==> config.mk <==
export PLATFORM = sky130hd
export DESIGN_NAME = dpwm_timer
export DESIGN_NICKNAME = d
export VERILOG_FILES = /design/src/verilog/dpwm_pkg.sv /design/src/verilog/dpwm_timer.sv
export VERILOG_INCLUDE_DIRS = /design/src /design/src/verilog
export SDC_FILE = /design/constraint.sdc
export NUM_CORES = 1
export LEC_CHECK = 0
export ABC_AREA = 1
export BUFFER_PORTS_ARGS = -buffer_cell sky130_fd_sc_hd__clkbuf_2
export CORE_UTILIZATION = 50
export CTS_CLUSTER_DIAMETER = 80
export DETAILED_ROUTE_END_ITERATION = 8
export PLACE_DENSITY = 0.79
export SLEW_MARGIN = 15
export SYNTH_ARGS = -nofsm -noshare
export SYNTH_HDL_FRONTEND = slang
export SYNTH_SLANG_ARGS = --single-unit
==> constraint.sdc <==
create_clock -name i_clk -period 6.7 [get_ports i_clk]
set_clock_uncertainty 0.15 [all_clocks]
set_input_delay 0.67 -clock i_clk [delete_from_list [all_inputs] [get_ports i_clk]]
set_output_delay 0.67 -clock i_clk [all_outputs]
set_load 0.05 [all_outputs]
==> src/verilog/dpwm_defines.svh <==
// dpwm register map, field positions and reset values
// assumes word-aligned apb access, register index times four is the byte address
`ifndef DPWM_DEFINES_SVH
`define DPWM_DEFINES_SVH

// register indices
`define DPWM_IDX_CLK        10'h060
`define DPWM_IDX_POL        10'h061
`define DPWM_IDX_SCAL       10'h062
`define DPWM_IDX_EN         10'h063
`define DPWM_IDX_CNT1       10'h066
`define DPWM_IDX_CNT2       10'h067
`define DPWM_IDX_PER1       10'h06a
`define DPWM_IDX_PER2       10'h06b
`define DPWM_IDX_DTY1       10'h06e
`define DPWM_IDX_DTY2       10'h06f

// implemented bit masks, other bits read zero
`define DPWM_CLK_MASK       8'h47
`define DPWM_POL_MASK       8'h33
`define DPWM_EN_MASK        8'hc3

// field positions
`define DPWM_CLK_CONCAT     6
`define DPWM_POL_CSEL1      4
`define DPWM_POL_CSEL2      5
`define DPWM_POL_POL1       0
`define DPWM_POL_POL2       1
`define DPWM_EN_EN1         0
`define DPWM_EN_EN2         1
`define DPWM_EN_SCTEST      7
`define DPWM_EN_DISCMP      6

// reset values
`define DPWM_RST_CTRL       8'h00
`define DPWM_RST_CNT        8'h00
`define DPWM_RST_PER        8'hff
`define DPWM_RST_DTY        8'hff

`endif

==> src/verilog/dpwm_pkg.sv <==
// dpwm types shared by the timer and its bench
// assumes an apb master on the same clock
package dpwm_pkg;

    // apb request carried as one bundle
    typedef struct packed {
        logic        psel;
        logic        penable;
        logic        pwrite;
        logic [11:0] paddr;
        logic [31:0] pwdata;
        logic [3:0]  pstrb;
    } dpwm_apb_req_t;

    // decoded register selector
    typedef enum logic [3:0] {
        DPWM_REG_NONE = 4'b0000,
        DPWM_REG_CLK  = 4'b0001,
        DPWM_REG_POL  = 4'b0010,
        DPWM_REG_SCAL = 4'b0011,
        DPWM_REG_EN   = 4'b0100,
        DPWM_REG_CNT1 = 4'b0101,
        DPWM_REG_CNT2 = 4'b0110,
        DPWM_REG_PER1 = 4'b0111,
        DPWM_REG_PER2 = 4'b1000,
        DPWM_REG_DTY1 = 4'b1001,
        DPWM_REG_DTY2 = 4'b1010
    } dpwm_reg_t;

endpackage

==> src/verilog/dpwm_timer.sv <==
// dual 8-bit pwm timer with apb register slave
// assumes one 20 mhz bus clock, synchronous active-high reset
//
// Function
// two channels, each with 8-bit counter, period, duty and own output pin
// duty spans from never asserted to asserted for whole period
// concat joins channels to 16 bits, output bit 1, clock by channel 2 select
// period and duty buffered, applied at rollover or while disabled
// writing the counter after period or duty applies new values at once
// three-bit prescale code divides bus clock by one up to 128
// scaled clock is prescaled clock over scale value over two, zero means 256
// per-channel clock select picks prescaled or scaled clock
// polarity bit sets start level, output flips when count reaches duty
// polarity and clock-select register writable any time
// one enable bit per channel, both clear after reset
// unimplemented bits of enable, polarity, prescale registers read zero
// enable register holds two test bits, clear after reset, unused
// any counter write clears that counter to zero
// counter restarts at period end and latches buffered period and duty
// boundary duty or period values give a constant output level
// disabled channel holds counter zero and output at start level
//
// The APB slave port is this design's own decision.
`timescale 1ns/1ps
`include "dpwm_defines.svh"

module dpwm_timer (
    input  wire logic                   i_clk,
    input  wire logic                   i_reset,
    input  wire dpwm_pkg::dpwm_apb_req_t i_apb,
    output logic [31:0]                 o_prdata,
    output logic                        o_pready,
    output logic                        o_pslverr,
    output logic [1:0]                  o_pwm
);

    // decode a byte address into a register selector
    // misaligned or unmapped addresses decode to none and are refused
    function automatic dpwm_pkg::dpwm_reg_t reg_decode(input logic [11:0] addr);
        dpwm_pkg::dpwm_reg_t r;
        r = dpwm_pkg::DPWM_REG_NONE;
        if (addr[1:0] == 2'h0) begin
            case (addr[11:2])
                `DPWM_IDX_CLK:  r = dpwm_pkg::DPWM_REG_CLK;
                `DPWM_IDX_POL:  r = dpwm_pkg::DPWM_REG_POL;
                `DPWM_IDX_SCAL: r = dpwm_pkg::DPWM_REG_SCAL;
                `DPWM_IDX_EN:   r = dpwm_pkg::DPWM_REG_EN;
                `DPWM_IDX_CNT1: r = dpwm_pkg::DPWM_REG_CNT1;
                `DPWM_IDX_CNT2: r = dpwm_pkg::DPWM_REG_CNT2;
                `DPWM_IDX_PER1: r = dpwm_pkg::DPWM_REG_PER1;
                `DPWM_IDX_PER2: r = dpwm_pkg::DPWM_REG_PER2;
                `DPWM_IDX_DTY1: r = dpwm_pkg::DPWM_REG_DTY1;
                `DPWM_IDX_DTY2: r = dpwm_pkg::DPWM_REG_DTY2;
                default:        r = dpwm_pkg::DPWM_REG_NONE;
            endcase
        end
        return r;
    endfunction

    // waveform level for a count against duty and period
    function automatic logic pwm_level(
        input logic [15:0] cnt,
        input logic [15:0] duty,
        input logic [15:0] per,
        input logic        pol
    );
        logic lvl;
        lvl = pol;
        // period zero, or duty at or past the period: constant start level
        // duty zero with a nonzero period: constant opposite level
        if ((per != 16'h0000) && (duty < per)) begin
            lvl = pol ^ (cnt >= duty);
        end
        return lvl;
    endfunction

    // bus decode and register file
    dpwm_pkg::dpwm_reg_t sel;
    logic                wr_en;
    logic                rd_setup;
    logic [7:0]          reg_clk;
    logic [7:0]          reg_pol;
    logic [7:0]          reg_scal;
    logic [7:0]          reg_en;
    logic [7:0]          per_buf [2];
    logic [7:0]          dty_buf [2];
    logic [7:0]          per_act [2];
    logic [7:0]          dty_act [2];
    logic [7:0]          cnt     [2];
    logic [1:0]          cnt_wr;
    // clock chain
    logic [6:0]          presc;
    logic [6:0]          a_mask;
    logic                tick_a;
    logic [7:0]          scnt;
    logic                shalf;
    logic                s_wrap;
    logic                tick_s;
    // channel terms
    logic                concat;
    logic [1:0]          tick;
    logic [1:0]          en_eff;
    logic [1:0]          roll;
    logic [1:0]          step;
    logic [1:0]          load;
    logic                roll16;
    logic [15:0]         cnt16;
    logic [15:0]         per16;
    logic [15:0]         dty16;
    logic [1:0]          next_pwm;
    logic [7:0]          next_rdata;

    // apb decode; the slave is always ready
    // pstrb[0] gates every write, since each register is one byte wide
    assign sel       = reg_decode(i_apb.paddr);
    assign o_pready  = 1'b1;
    assign o_pslverr = i_apb.psel & i_apb.penable & (sel == dpwm_pkg::DPWM_REG_NONE);
    assign wr_en     = i_apb.psel & i_apb.penable & i_apb.pwrite & i_apb.pstrb[0]
                       & (sel != dpwm_pkg::DPWM_REG_NONE);
    assign rd_setup  = i_apb.psel & ~i_apb.penable & ~i_apb.pwrite;

    // control register writes
    // unimplemented bits are never stored, so they read back as zero
    always_ff @(posedge i_clk) begin
        if (i_reset) begin
            reg_clk  <= `DPWM_RST_CTRL;
            reg_pol  <= `DPWM_RST_CTRL;
            reg_scal <= `DPWM_RST_CTRL;
            reg_en   <= `DPWM_RST_CTRL;
        end else if (wr_en) begin
            case (sel)
                dpwm_pkg::DPWM_REG_CLK:  reg_clk  <= i_apb.pwdata[7:0] & `DPWM_CLK_MASK;
                dpwm_pkg::DPWM_REG_POL:  reg_pol  <= i_apb.pwdata[7:0] & `DPWM_POL_MASK;
                dpwm_pkg::DPWM_REG_SCAL: reg_scal <= i_apb.pwdata[7:0];
                dpwm_pkg::DPWM_REG_EN:   reg_en   <= i_apb.pwdata[7:0] & `DPWM_EN_MASK;
                default:                 reg_clk  <= reg_clk;
            endcase
        end
    end

    // period and duty buffers, written any time
    // the active copies load from these in the channel block
    always_ff @(posedge i_clk) begin
        if (i_reset) begin
            per_buf[0] <= `DPWM_RST_PER;
            per_buf[1] <= `DPWM_RST_PER;
            dty_buf[0] <= `DPWM_RST_DTY;
            dty_buf[1] <= `DPWM_RST_DTY;
        end else if (wr_en) begin
            case (sel)
                dpwm_pkg::DPWM_REG_PER1: per_buf[0] <= i_apb.pwdata[7:0];
                dpwm_pkg::DPWM_REG_PER2: per_buf[1] <= i_apb.pwdata[7:0];
                dpwm_pkg::DPWM_REG_DTY1: dty_buf[0] <= i_apb.pwdata[7:0];
                dpwm_pkg::DPWM_REG_DTY2: dty_buf[1] <= i_apb.pwdata[7:0];
                default:                 per_buf[0] <= per_buf[0];
            endcase
        end
    end

    // counter write strobes, any value
    assign cnt_wr[0] = wr_en & (sel == dpwm_pkg::DPWM_REG_CNT1);
    assign cnt_wr[1] = wr_en & (sel == dpwm_pkg::DPWM_REG_CNT2);

    // read mux, masked bits read zero
    always_comb begin
        case (sel)
            dpwm_pkg::DPWM_REG_CLK:  next_rdata = reg_clk & `DPWM_CLK_MASK;
            dpwm_pkg::DPWM_REG_POL:  next_rdata = reg_pol & `DPWM_POL_MASK;
            dpwm_pkg::DPWM_REG_SCAL: next_rdata = reg_scal;
            dpwm_pkg::DPWM_REG_EN:   next_rdata = reg_en & `DPWM_EN_MASK;
            dpwm_pkg::DPWM_REG_CNT1: next_rdata = cnt[0];
            dpwm_pkg::DPWM_REG_CNT2: next_rdata = cnt[1];
            dpwm_pkg::DPWM_REG_PER1: next_rdata = per_buf[0];
            dpwm_pkg::DPWM_REG_PER2: next_rdata = per_buf[1];
            dpwm_pkg::DPWM_REG_DTY1: next_rdata = dty_buf[0];
            dpwm_pkg::DPWM_REG_DTY2: next_rdata = dty_buf[1];
            default:                 next_rdata = 8'h00;
        endcase
    end

    // read data captured in the setup cycle, held through access
    // a counter read shows the count as it stood in the setup cycle
    always_ff @(posedge i_clk) begin
        if (i_reset) begin
            o_prdata <= 32'h0000_0000;
        end else if (rd_setup) begin
            o_prdata <= {24'h00_0000, next_rdata};
        end
    end

    // free-running prescaler for clock a
    // a code change takes effect at the next aligned tick
    always_ff @(posedge i_clk) begin
        if (i_reset) begin
            presc <= 7'h00;
        end else begin
            presc <= presc + 7'h01;
        end
    end

    // clock a tick every two to the code bus cycles
    assign a_mask = 7'((8'h01 << reg_clk[2:0]) - 8'h01);
    assign tick_a = (presc & a_mask) == a_mask;

    // scaled clock: scale value a-ticks per half, zero counts 256
    // a scale lowered below the running count wraps on the next tick, not after 256
    assign s_wrap = scnt >= (reg_scal - 8'h01);
    assign tick_s = tick_a & s_wrap & shalf;

    always_ff @(posedge i_clk) begin
        if (i_reset) begin
            scnt  <= 8'h00;
            shalf <= 1'b0;
        end else if (tick_a) begin
            if (s_wrap) begin
                scnt  <= 8'h00;
                shalf <= ~shalf;
            end else begin
                scnt <= scnt + 8'h01;
            end
        end
    end

    // joined view: channel 1 high byte, channel 2 low byte
    assign concat = reg_clk[`DPWM_CLK_CONCAT];
    assign cnt16  = {cnt[0], cnt[1]};
    assign per16  = {per_act[0], per_act[1]};
    assign dty16  = {dty_act[0], dty_act[1]};
    assign roll16 = cnt16 == (per16 - 16'h0001);

    // per-channel clock, enable, rollover and latch terms
    generate
        for (genvar i = 0; i < 2; i++) begin : g_chan
            logic csel;
            logic en_bit;
            logic clr;
            assign csel   = concat ? reg_pol[`DPWM_POL_CSEL2] : reg_pol[`DPWM_POL_CSEL1 + i];
            assign tick[i] = csel ? tick_s : tick_a;
            assign en_bit = reg_en[`DPWM_EN_EN1 + i];
            assign en_eff[i] = concat ? reg_en[`DPWM_EN_EN2] : en_bit;
            assign roll[i] = concat ? roll16 : (cnt[i] == (per_act[i] - 8'h01));
            assign step[i] = (concat && (i == 0)) ? (cnt[1] == 8'hff) : 1'b1;
            assign clr    = concat ? (|cnt_wr) : cnt_wr[i];
            assign load[i] = clr | ~en_eff[i] | (tick[i] & roll[i]);

            // channel counter
            // a clear or a disabled channel wins over a pending tick
            always_ff @(posedge i_clk) begin
                if (i_reset) begin
                    cnt[i] <= `DPWM_RST_CNT;
                end else if (clr || !en_eff[i]) begin
                    cnt[i] <= 8'h00;
                end else if (tick[i]) begin
                    if (roll[i]) begin
                        cnt[i] <= 8'h00;
                    end else if (step[i]) begin
                        cnt[i] <= cnt[i] + 8'h01;
                    end
                end
            end

            // active period and duty, double buffered
            // a disabled channel keeps its active copies equal to the buffers
            always_ff @(posedge i_clk) begin
                if (i_reset) begin
                    per_act[i] <= `DPWM_RST_PER;
                    dty_act[i] <= `DPWM_RST_DTY;
                end else if (load[i]) begin
                    per_act[i] <= per_buf[i];
                    dty_act[i] <= dty_buf[i];
                end
            end
        end
    endgenerate

    // output levels, boundary cases folded into pwm_level
    // when joined, channel one's pin rests at its polarity bit
    always_comb begin
        next_pwm[0] = reg_pol[`DPWM_POL_POL1];
        next_pwm[1] = reg_pol[`DPWM_POL_POL2];
        if (concat) begin
            if (en_eff[1]) begin
                next_pwm[1] = pwm_level(cnt16, dty16, per16, reg_pol[`DPWM_POL_POL2]);
            end
        end else begin
            if (en_eff[0]) begin
                next_pwm[0] = pwm_level({8'h00, cnt[0]}, {8'h00, dty_act[0]}, {8'h00, per_act[0]},
                                        reg_pol[`DPWM_POL_POL1]);
            end
            if (en_eff[1]) begin
                next_pwm[1] = pwm_level({8'h00, cnt[1]}, {8'h00, dty_act[1]}, {8'h00, per_act[1]},
                                        reg_pol[`DPWM_POL_POL2]);
            end
        end
    end

    // registered pin drive
    // a flop here keeps decode changes from glitching the pins
    always_ff @(posedge i_clk) begin
        if (i_reset) begin
            o_pwm <= 2'b00;
        end else begin
            o_pwm <= next_pwm;
        end
    end

endmodule

==> impl_table.tex, run 1 <==
\begin{tabular}{lr}
\hline
Metric & Value \\
\hline
\multicolumn{2}{l}{\textbf{Clocking}} \\
\quad Inserted Clock Buffers & 17 \\
\quad Insertion delay of the later-clocked pin in the worst-skew pair & 0.43 ns \\
\quad Post-cts resize count & 0 \\
\quad Library cell used as clock root buffer & sky130\_fd\_sc\_hd\_\_clkbuf\_16 \\
\quad Clock tree from TritonCTS & done \\
\quad Count of clock tree sinks & 126 \\
\quad Post-CTS setup buffers & 0 \\
\quad Clock Pin Slew Worst Setup and Hold Paths & 0.06 ns \\
\quad \# hold bufs at CTS & 0 \\
\quad Longest Clk Path Bufs & 2 \\
\quad Total number of H-tree levels & 4 \\
\multicolumn{2}{l}{\textbf{Yosys}} \\
\quad Synth area leader & sky130\_fd\_sc\_hd\_\_edfxtp\_1 \\
\quad Portion of the post-synthesis area used by sequential elements & 0.402 \\
\quad Synth Cell Area & 8270 um2 \\
\quad Dominant cells by area after synthesis & sky130\_fd\_sc\_hd\_\_edfxtp\_1, sky130\_fd\_sc\_hd\_\_dfxtp\_1, sky130\_fd\_sc\_hd\_\_nand2\_1, sky130\_fd\_sc\_hd\_\_ha\_1, sky130\_fd\_sc\_hd\_\_inv\_1 \\
\quad Area share of the largest cell type after synthesis & 0.291 \\
\quad Number of synthesized register bits & 126 \\
\quad Async SR Flop Fraction & 0 \\
\quad Netlist cell types & 46 \\
\quad Yosys warning count & 0 \\
\quad Leading register cell type out of synthesis & sky130\_fd\_sc\_hd\_\_edfxtp\_1 \\
\quad EDFF count, synth & 80 \\
\quad Gate count after technology mapping & 1048 \\
\quad Mean post-synth cell area & 7.89 um2 \\
\multicolumn{2}{l}{\textbf{Cells and area}} \\
\quad Post-layout util & 0.573 \\
\quad Proportion of layout cells with a drive suffix above 1 & 0.0945 \\
\quad Area growth syn-to-layout & 10.9\% \\
\quad Number of fill cells in the layout & 1454 \\
\quad Number of inserted diodes & 0 \\
\quad Post-route cell area & 9170 um2 \\
\quad Multi-input gate area & 4210 um2 \\
\quad Total area of sequential cells & 3320 um2 \\
\quad \# nets final & 1190 \\
\multicolumn{2}{l}{\textbf{Power}} \\
\quad Static Leakage & 4.11 nW \\
\quad Pwr dens & 216 nW/um2 \\
\quad Maximum VDD drop & 211 uV \\
\multicolumn{2}{l}{\textbf{Detailed routing}} \\
\quad Final routed wirelength across all metal layers & 21.0 mm \\
\quad Iteration count of the initial detailed-routing pass & 8 \\
\quad Post-DRT Antenna Nets & 0 \\
\quad Mean number of vias per cell & 5.42 \\
\quad Total vias in the final route & 7140 \\
\quad DR DRC count & 0 \\
\quad Final routed wire length divided by cell count & 15.9 um \\
\quad DRC violation total after the first TritonRoute iteration & 659 \\
\multicolumn{2}{l}{\textbf{Timing}} \\
\quad Max Transition Viols Final & 0 \\
\quad Slew margin rel. & 0.233 \\
\quad Setup repair after global routing missed its margin & false \\
\quad Period minus WS final & 4.07 ns \\
\quad Smallest setup slack after layout & 2.63 ns \\
\quad Tcrit/Tclk final & 0.608 \\
\quad Post-route setup TNS & 0 ns \\
\quad Maximum operating frequency & 246 MHz \\
\quad Count of endpoints failing setup in the final report & 0 \\
\quad Final Hold Viols & 0 \\
\quad Worst Max-Slew Pin Slew & 1.14 ns \\
\multicolumn{2}{l}{\textbf{Floorplan}} \\
\quad Chip Width & 131 um \\
\quad I/O pin count & 89 \\
\quad Initial core utilization & 0.517 \\
\quad Cell row count & 46 \\
\quad Vertical die dimension & 131 um \\
\quad Floorplan die area & 17000 um2 \\
\quad Placeable core area & 16000 um2 \\
\multicolumn{2}{l}{\textbf{Min path}} \\
\quad Worst Hold Class & flip-flop to flip-flop \\
\multicolumn{2}{l}{\textbf{Place}} \\
\quad Routability congestion estimate from global placement & 0.978 \\
\quad Instance area at placement & 8540 um2 \\
\quad Detailed-placement wirelength estimate & 16.1 mm \\
\quad Post-placement worst setup slack & 2.71 ns \\
\quad Count of input and output buffers & 36 \\
\multicolumn{2}{l}{\textbf{Worst setup path}} \\
\quad Startpoint-to-endpoint class of the critical path & flip-flop to flip-flop \\
\quad Data arrival time of the critical path & 3.98 ns \\
\quad Worst Setup Start Kind & flip-flop \\
\quad Required @ worst endpoint & 6.60 ns \\
\quad CP Capture Type & flip-flop \\
\quad Largest fanout on the critical path & 16 \\
\multicolumn{2}{l}{\textbf{Global route}} \\
\quad Vias in the first global route & 6488 \\
\quad Overall track demand over capacity in global routing & 0.262 \\
\quad Initial antenna violation count & 0 \\
\quad Total congestion overflow after global routing & 0 \\
\quad Global-route wire length before repair & 33.3 mm \\
\quad Pin count of the biggest net entering global routing & 39 \\
\multicolumn{2}{l}{\textbf{Status}} \\
\quad Outcome & finished clean \\
\multicolumn{2}{l}{\textbf{Run}} \\
\quad Number of maximum-capacitance violations & 0 \\
\hline
\end{tabular}
## critical path: stages (launching register included)
cell and delay [ns]:
sky130_fd_sc_hd__dfxtp_1 0.38, sky130_fd_sc_hd__nor2_1 0.22, sky130_fd_sc_hd__nand2_1 0.10, sky130_fd_sc_hd__ha_1 0.26, sky130_fd_sc_hd__nand2_1 0.10, sky130_fd_sc_hd__nor2_1 0.05
sky130_fd_sc_hd__o21bai_1 0.14, sky130_fd_sc_hd__nand2_1 0.07, sky130_fd_sc_hd__nor2_1 0.62, sky130_fd_sc_hd__nand3_1 0.41, sky130_fd_sc_hd__o21ai_0 0.34, sky130_fd_sc_hd__nand3_1 0.26
sky130_fd_sc_hd__nand3_1 0.58
## synthesized netlist by cell type, types with 3 or more instances
master	instances
sky130_fd_sc_hd__nand2_4	4
sky130_fd_sc_hd__edfxtp_1	80
sky130_fd_sc_hd__inv_2	3
sky130_fd_sc_hd__nand4_1	22
sky130_fd_sc_hd__clkbuf_1	8
sky130_fd_sc_hd__nand3b_1	16
sky130_fd_sc_hd__nor3b_1	3
sky130_fd_sc_hd__nor3_1	14
sky130_fd_sc_hd__o21ai_0	67
sky130_fd_sc_hd__buf_6	3
sky130_fd_sc_hd__xnor2_1	15
sky130_fd_sc_hd__o22ai_1	4
sky130_fd_sc_hd__ha_1	49
sky130_fd_sc_hd__dfxtp_1	46
sky130_fd_sc_hd__nor2_1	114
sky130_fd_sc_hd__nor2_2	9
sky130_fd_sc_hd__inv_1	140
sky130_fd_sc_hd__buf_4	28
sky130_fd_sc_hd__xor2_1	27
sky130_fd_sc_hd__a21oi_1	68
sky130_fd_sc_hd__nand3_2	3
sky130_fd_sc_hd__nand3_1	88
sky130_fd_sc_hd__nor2_4	4
sky130_fd_sc_hd__nand2_1	202
## cells by family after synthesis
kind of cell / share of synthesized area
simple gates: 0.272
other cells: 0.000909
xor+xnor: 0.0500
flops: 0.402
fa+ha+maj: 0.0742
compound gates: 0.102
buf+inv: 0.0992
## worst paths after layout
kind	from	end	slack (ns)	cells past startpoint
worst max-delay path	reg_clk[0]	per_act[1][2]	2.63	12
worst min register to register	presc[5]	presc[5]	0.31	1
worst min-delay path	presc[5]	presc[5]	0.31	1
worst max register to register	reg_clk[0]	per_act[1][2]	2.63	12
## metrics by stage
step | hold slack, ns | cells | power (mW)
floorplan | 0.272 | 1071 | 0.996
global placement | 0.294 | 1285 | 1.02
detailed placement | 0.300 | 1285 | 1.02
CTS | 0.309 | 1317 | 1.98
global route | 0.336 | 1317 | 2.03
finish | 0.311 | 1317 | 1.98
## flip-flops by register name, summed over array words and instances (netlist names), 8 cells and up
name and cells:
dty_act 16, cnt 16, o_prdata 8, reg_scal 8
dty_buf 16, per_act 16, per_buf 16, scnt 8
## layout make-up
class / instances / share of cell area
multi-input combinational: 761 / 0.459
sequential: 126 / 0.362
clock inverter: 9 / 0.00955
inverter: 144 / 0.0590
tap: 216 / 0.0295
clock buffer: 23 / 0.0592
timing repair buffer: 38 / 0.0213
## placed cells by master (no fill, tap or decap), types with 15 or more instances in the layout
cell type                   count
sky130_fd_sc_hd__nand2_1      202
sky130_fd_sc_hd__inv_1        139
sky130_fd_sc_hd__nor2_1       114
sky130_fd_sc_hd__nand3_1       88
sky130_fd_sc_hd__edfxtp_1      80
sky130_fd_sc_hd__a21oi_1       68
sky130_fd_sc_hd__o21ai_0       67
sky130_fd_sc_hd__ha_1          49
sky130_fd_sc_hd__dfxtp_1       46
sky130_fd_sc_hd__clkbuf_2      36
sky130_fd_sc_hd__xor2_1        27
sky130_fd_sc_hd__conb_1        25
sky130_fd_sc_hd__nand4_1       22
sky130_fd_sc_hd__clkbuf_16     21
sky130_fd_sc_hd__nand3b_1      16
sky130_fd_sc_hd__xnor2_1       15
## layer usage
layer | vias to the layer above | track usage | routed length [um]
li1 | 3520 | - | -
met1 | 3227 | 0.338 | 8840
met2 | 330 | 0.430 | 9780
met3 | 63 | 0.0537 | 1620
met4 | 0 | 0.107 | 725
met5 | - | 0 | 0
## where the power goes
part	switching [mW]	internal, mW	total (mW)
Combinational	0.103	0.0418	0.145
Sequential	0.0201	0.846	0.866
Clock	0.358	0.612	0.969
(Power assumes the default switching activity.)
==> run 2: changes to the inputs <==
Settings changed: ABC_AREA 1 to 0.
Clock period 6.7 ns to 3.82 ns, I/O delays scaled along.
==> impl_table.tex, run 2 <==
\begin{tabular}{lr}
\hline
Metric & Value \\
\hline
\multicolumn{2}{l}{\textbf{Status}} \\
\quad Outcome & finished clean \\
\multicolumn{2}{l}{\textbf{Timing}} \\
\quad Max Transition Viols Final & 0 \\
\quad Tcrit/Tclk final & 0.911 \\
\quad Setup repair after global routing missed its margin & false \\
\quad Maximum operating frequency & 287 MHz \\
\quad Final Hold Viols & 0 \\
\quad Worst Max-Slew Pin Slew & 0.811 ns \\
\quad Period minus WS final & 3.48 ns \\
\quad Post-route setup TNS & 0 ns \\
\quad Count of endpoints failing setup in the final report & 0 \\
\quad Final Hold Slack & 0.111 ns \\
\quad Slew margin rel. & 0.455 \\
\multicolumn{2}{l}{\textbf{Place}} \\
\quad Placed instance count & 1031 \\
\quad Count of input and output buffers & 36 \\
\quad Detailed-placement wirelength estimate & 14.9 mm \\
\quad Routability congestion estimate from global placement & 0.945 \\
\multicolumn{2}{l}{\textbf{Floorplan}} \\
\quad Vertical die dimension & 127 um \\
\quad Floorplan die area & 16100 um2 \\
\quad Placeable core area & 15200 um2 \\
\quad Chip Width & 127 um \\
\quad Cell row count & 45 \\
\quad Initial core utilization & 0.514 \\
\quad I/O pin count & 89 \\
\multicolumn{2}{l}{\textbf{Power}} \\
\quad Power Total & 3.44 mW \\
\quad Static Leakage & 3.55 nW \\
\quad Pwr dens & 395 nW/um2 \\
\quad Maximum VDD drop & 440 uV \\
\multicolumn{2}{l}{\textbf{Yosys}} \\
\quad EDFF count, synth & 80 \\
\quad Complex-gate fraction of the synthesized area & 0.136 \\
\quad Number of synthesized register bits & 126 \\
\quad Gate count after technology mapping & 824 \\
\quad Portion of the post-synthesis area used by sequential elements & 0.425 \\
\quad Mux contribution to synthesized area & 0.0269 \\
\quad Netlist cell types & 78 \\
\quad Area share of the largest cell type after synthesis & 0.307 \\
\quad Most common cell in the netlist & sky130\_fd\_sc\_hd\_\_nor2\_1 \\
\quad Top cell types by occurrence after synthesis & sky130\_fd\_sc\_hd\_\_nor2\_1, sky130\_fd\_sc\_hd\_\_edfxtp\_1, sky130\_fd\_sc\_hd\_\_nand2\_1, sky130\_fd\_sc\_hd\_\_ha\_1, sky130\_fd\_sc\_hd\_\_dfxtp\_1 \\
\quad Largest family of logic cells by synthesized area & simple AND/OR/NAND/NOR gates \\
\quad Adder and majority gate portion of the synthesized area & 0.0785 \\
\quad Simple-gate share of the synthesized area & 0.212 \\
\quad Synth area leader & sky130\_fd\_sc\_hd\_\_edfxtp\_1 \\
\quad Async SR Flop Fraction & 0 \\
\quad Yosys warning count & 0 \\
\quad Mean post-synth cell area & 9.48 um2 \\
\quad Leading register cell type out of synthesis & sky130\_fd\_sc\_hd\_\_edfxtp\_1 \\
\quad Synth Cell Area & 7810 um2 \\
\quad Synthesized-area fraction occupied by xor and xnor cells & 0.0605 \\
\quad Dominant cells by area after synthesis & sky130\_fd\_sc\_hd\_\_edfxtp\_1, sky130\_fd\_sc\_hd\_\_dfxtp\_1, sky130\_fd\_sc\_hd\_\_ha\_1, sky130\_fd\_sc\_hd\_\_nor2\_1, sky130\_fd\_sc\_hd\_\_xor2\_1 \\
\multicolumn{2}{l}{\textbf{Detailed routing}} \\
\quad Post-DRT Antenna Nets & 0 \\
\quad Final routed wire length divided by cell count & 19.0 um \\
\quad Total vias in the final route & 6405 \\
\quad DRC violation total after the first TritonRoute iteration & 782 \\
\quad Iteration count of the initial detailed-routing pass & 6 \\
\quad Final routed wirelength across all metal layers & 20.2 mm \\
\quad DR DRC count & 0 \\
\quad Mean number of vias per cell & 6.03 \\
\multicolumn{2}{l}{\textbf{Clocking}} \\
\quad Insertion delay of the later-clocked pin in the worst-skew pair & 0.42 ns \\
\quad Count of clock tree sinks & 126 \\
\quad Inserted Clock Buffers & 17 \\
\quad \# hold bufs at CTS & 0 \\
\quad Total number of H-tree levels & 4 \\
\quad Longest Clk Path Bufs & 2 \\
\quad Library cell used as clock root buffer & sky130\_fd\_sc\_hd\_\_clkbuf\_16 \\
\quad Clock Pin Slew Worst Setup and Hold Paths & 0.05 ns \\
\quad Clock tree from TritonCTS & done \\
\multicolumn{2}{l}{\textbf{Global route}} \\
\quad Initial antenna violation count & 0 \\
\quad Global-route wire length before repair & 31.4 mm \\
\quad Pin count of the biggest net entering global routing & 66 \\
\quad Total congestion overflow after global routing & 0 \\
\quad Overall track demand over capacity in global routing & 0.258 \\
\quad Vias in the first global route & 5938 \\
\multicolumn{2}{l}{\textbf{Worst setup path}} \\
\quad Largest fanout on the critical path & 16 \\
\quad Critical path cell sequence & inv\_1, ha\_1, ha\_1, a2111oi\_1, o32ai\_2, o211ai\_1, nor2\_1, a32oi\_2, or2\_2 \\
\quad Cell seen most often among critical-path stages & sky130\_fd\_sc\_hd\_\_ha\_1 \\
\quad Data arrival time of the critical path & 3.62 ns \\
\quad Crit path largest cell delay & 0.55 ns \\
\quad CP Capture Type & flip-flop \\
\quad Required @ worst endpoint & 3.96 ns \\
\quad Worst Setup Start Kind & flip-flop \\
\quad Logic depth of the worst register-to-register path & 9 \\
\quad Startpoint-to-endpoint class of the critical path & flip-flop to flip-flop \\
\quad Cell with the largest stage delay on the worst path & sky130\_fd\_sc\_hd\_\_a2111oi\_1 \\
\multicolumn{2}{l}{\textbf{Cells and area}} \\
\quad Non-filler cells in the finished layout & 1063 \\
\quad Post-layout util & 0.573 \\
\quad Total area of sequential cells & 3320 um2 \\
\quad Highest-count cells in the layout ignoring fill and taps & sky130\_fd\_sc\_hd\_\_nor2\_1, sky130\_fd\_sc\_hd\_\_edfxtp\_1, sky130\_fd\_sc\_hd\_\_nand2\_1, sky130\_fd\_sc\_hd\_\_ha\_1, sky130\_fd\_sc\_hd\_\_dfxtp\_1 \\
\quad Number of fill cells in the layout & 1302 \\
\quad Area growth syn-to-layout & 11.4\% \\
\quad Multi-input gate area & 4120 um2 \\
\quad \# nets final & 964 \\
\quad Most common library cell in the layout ignoring fill and taps & sky130\_fd\_sc\_hd\_\_nor2\_1 \\
\quad Number of inserted diodes & 0 \\
\quad Proportion of layout cells with a drive suffix above 1 & 0.129 \\
\multicolumn{2}{l}{\textbf{Min path}} \\
\quad Worst Hold Class & input pin to flip-flop \\
\quad Min-Delay Path Depth & 3 \\
\multicolumn{2}{l}{\textbf{Run}} \\
\quad Number of maximum-capacitance violations & 0 \\
\hline
\end{tabular}
-- run 2: cell types whose count changed after synthesis, sizes merged, moves of 16 or more --
cell	previous run	this run
or2	1	17
nand2	208	75
inv	143	42
o21ai	71	27
nor2	127	84
a21oi	68	44
nand3	92	39
nand2b	0	19
-- run 2: final timing paths --
| kind | startpoint | endpoint | slack, ns |
|---|---|---|---|
| setup / recovery | reg_scal[0] | per_act[1][3] | 0.34 |
| hold / removal | i_apb[7] | reg_scal[3] | 0.11 |
| setup reg to reg | reg_scal[0] | per_act[1][3] | 0.34 |
| hold reg to reg | o_prdata[5] | o_prdata[5] | 0.30 |
-- run 2: cell families (layout without fill, tap and decap cells) --
| group | count (synthesis) | in the layout |
|---|---|---|
| other cells | 2 | 25 |
| mux | 20 | 20 |
| simple gates | 323 | 323 |
| flops | 126 | 126 |
| buf+inv | 94 | 122 |
| fa+ha+maj | 49 | 49 |
| xor+xnor | 54 | 54 |
| compound gates | 156 | 156 |
-- run 2: layout make-up --
type / count / share of cell area
clock buffer: 19 / 0.0497
clock inverter: 13 / 0.0197
inverter: 42 / 0.0181
multi-input combinational: 627 / 0.473
sequential: 126 / 0.382
tap: 188 / 0.0270
timing repair buffer: 48 / 0.0310
-- run 2: critical path, delay by kind of cell (launching register included) --
| kind | cells | cell delay [ns] |
|---|---|---|
| flops | 1 | 0.41 |
| simple gates | 2 | 0.31 |
| buf+inv | 1 | 0.12 |
| fa+ha+maj | 2 | 0.59 |
| compound gates | 4 | 1.77 |
-- run 2: metrics by stage --
stage	setup slack, ns	area (um2)
after detailed placement	0.310	8100
after global routing	0.0688	8710
after CTS	0.289	8700
final	0.340	8710
after global placement	0.381	8100
after floorplan	0.124	7900
-- run 2: report_power, final --
group / internal, mW / total, mW / switching (mW)
Sequential: 1.49 / 1.53 / 0.0461
Clock: 1.08 / 1.65 / 0.574
Combinational: 0.0820 / 0.257 / 0.175
-- run 2: what timing repair did --
action                     4_1_cts  5_1_grt
setup buffers                    0        0
setup endpoints to repair        0        6
resized for setup                0        2
-- run 2: metal layers --
layer	vias to the layer above	GRT usage	part of all wire
li1	3007	-	-
met1	2968	0.327	0.40
met2	354	0.415	0.46
met3	76	0.0611	0.097
met4	0	0.127	0.040
met5	-	0	0
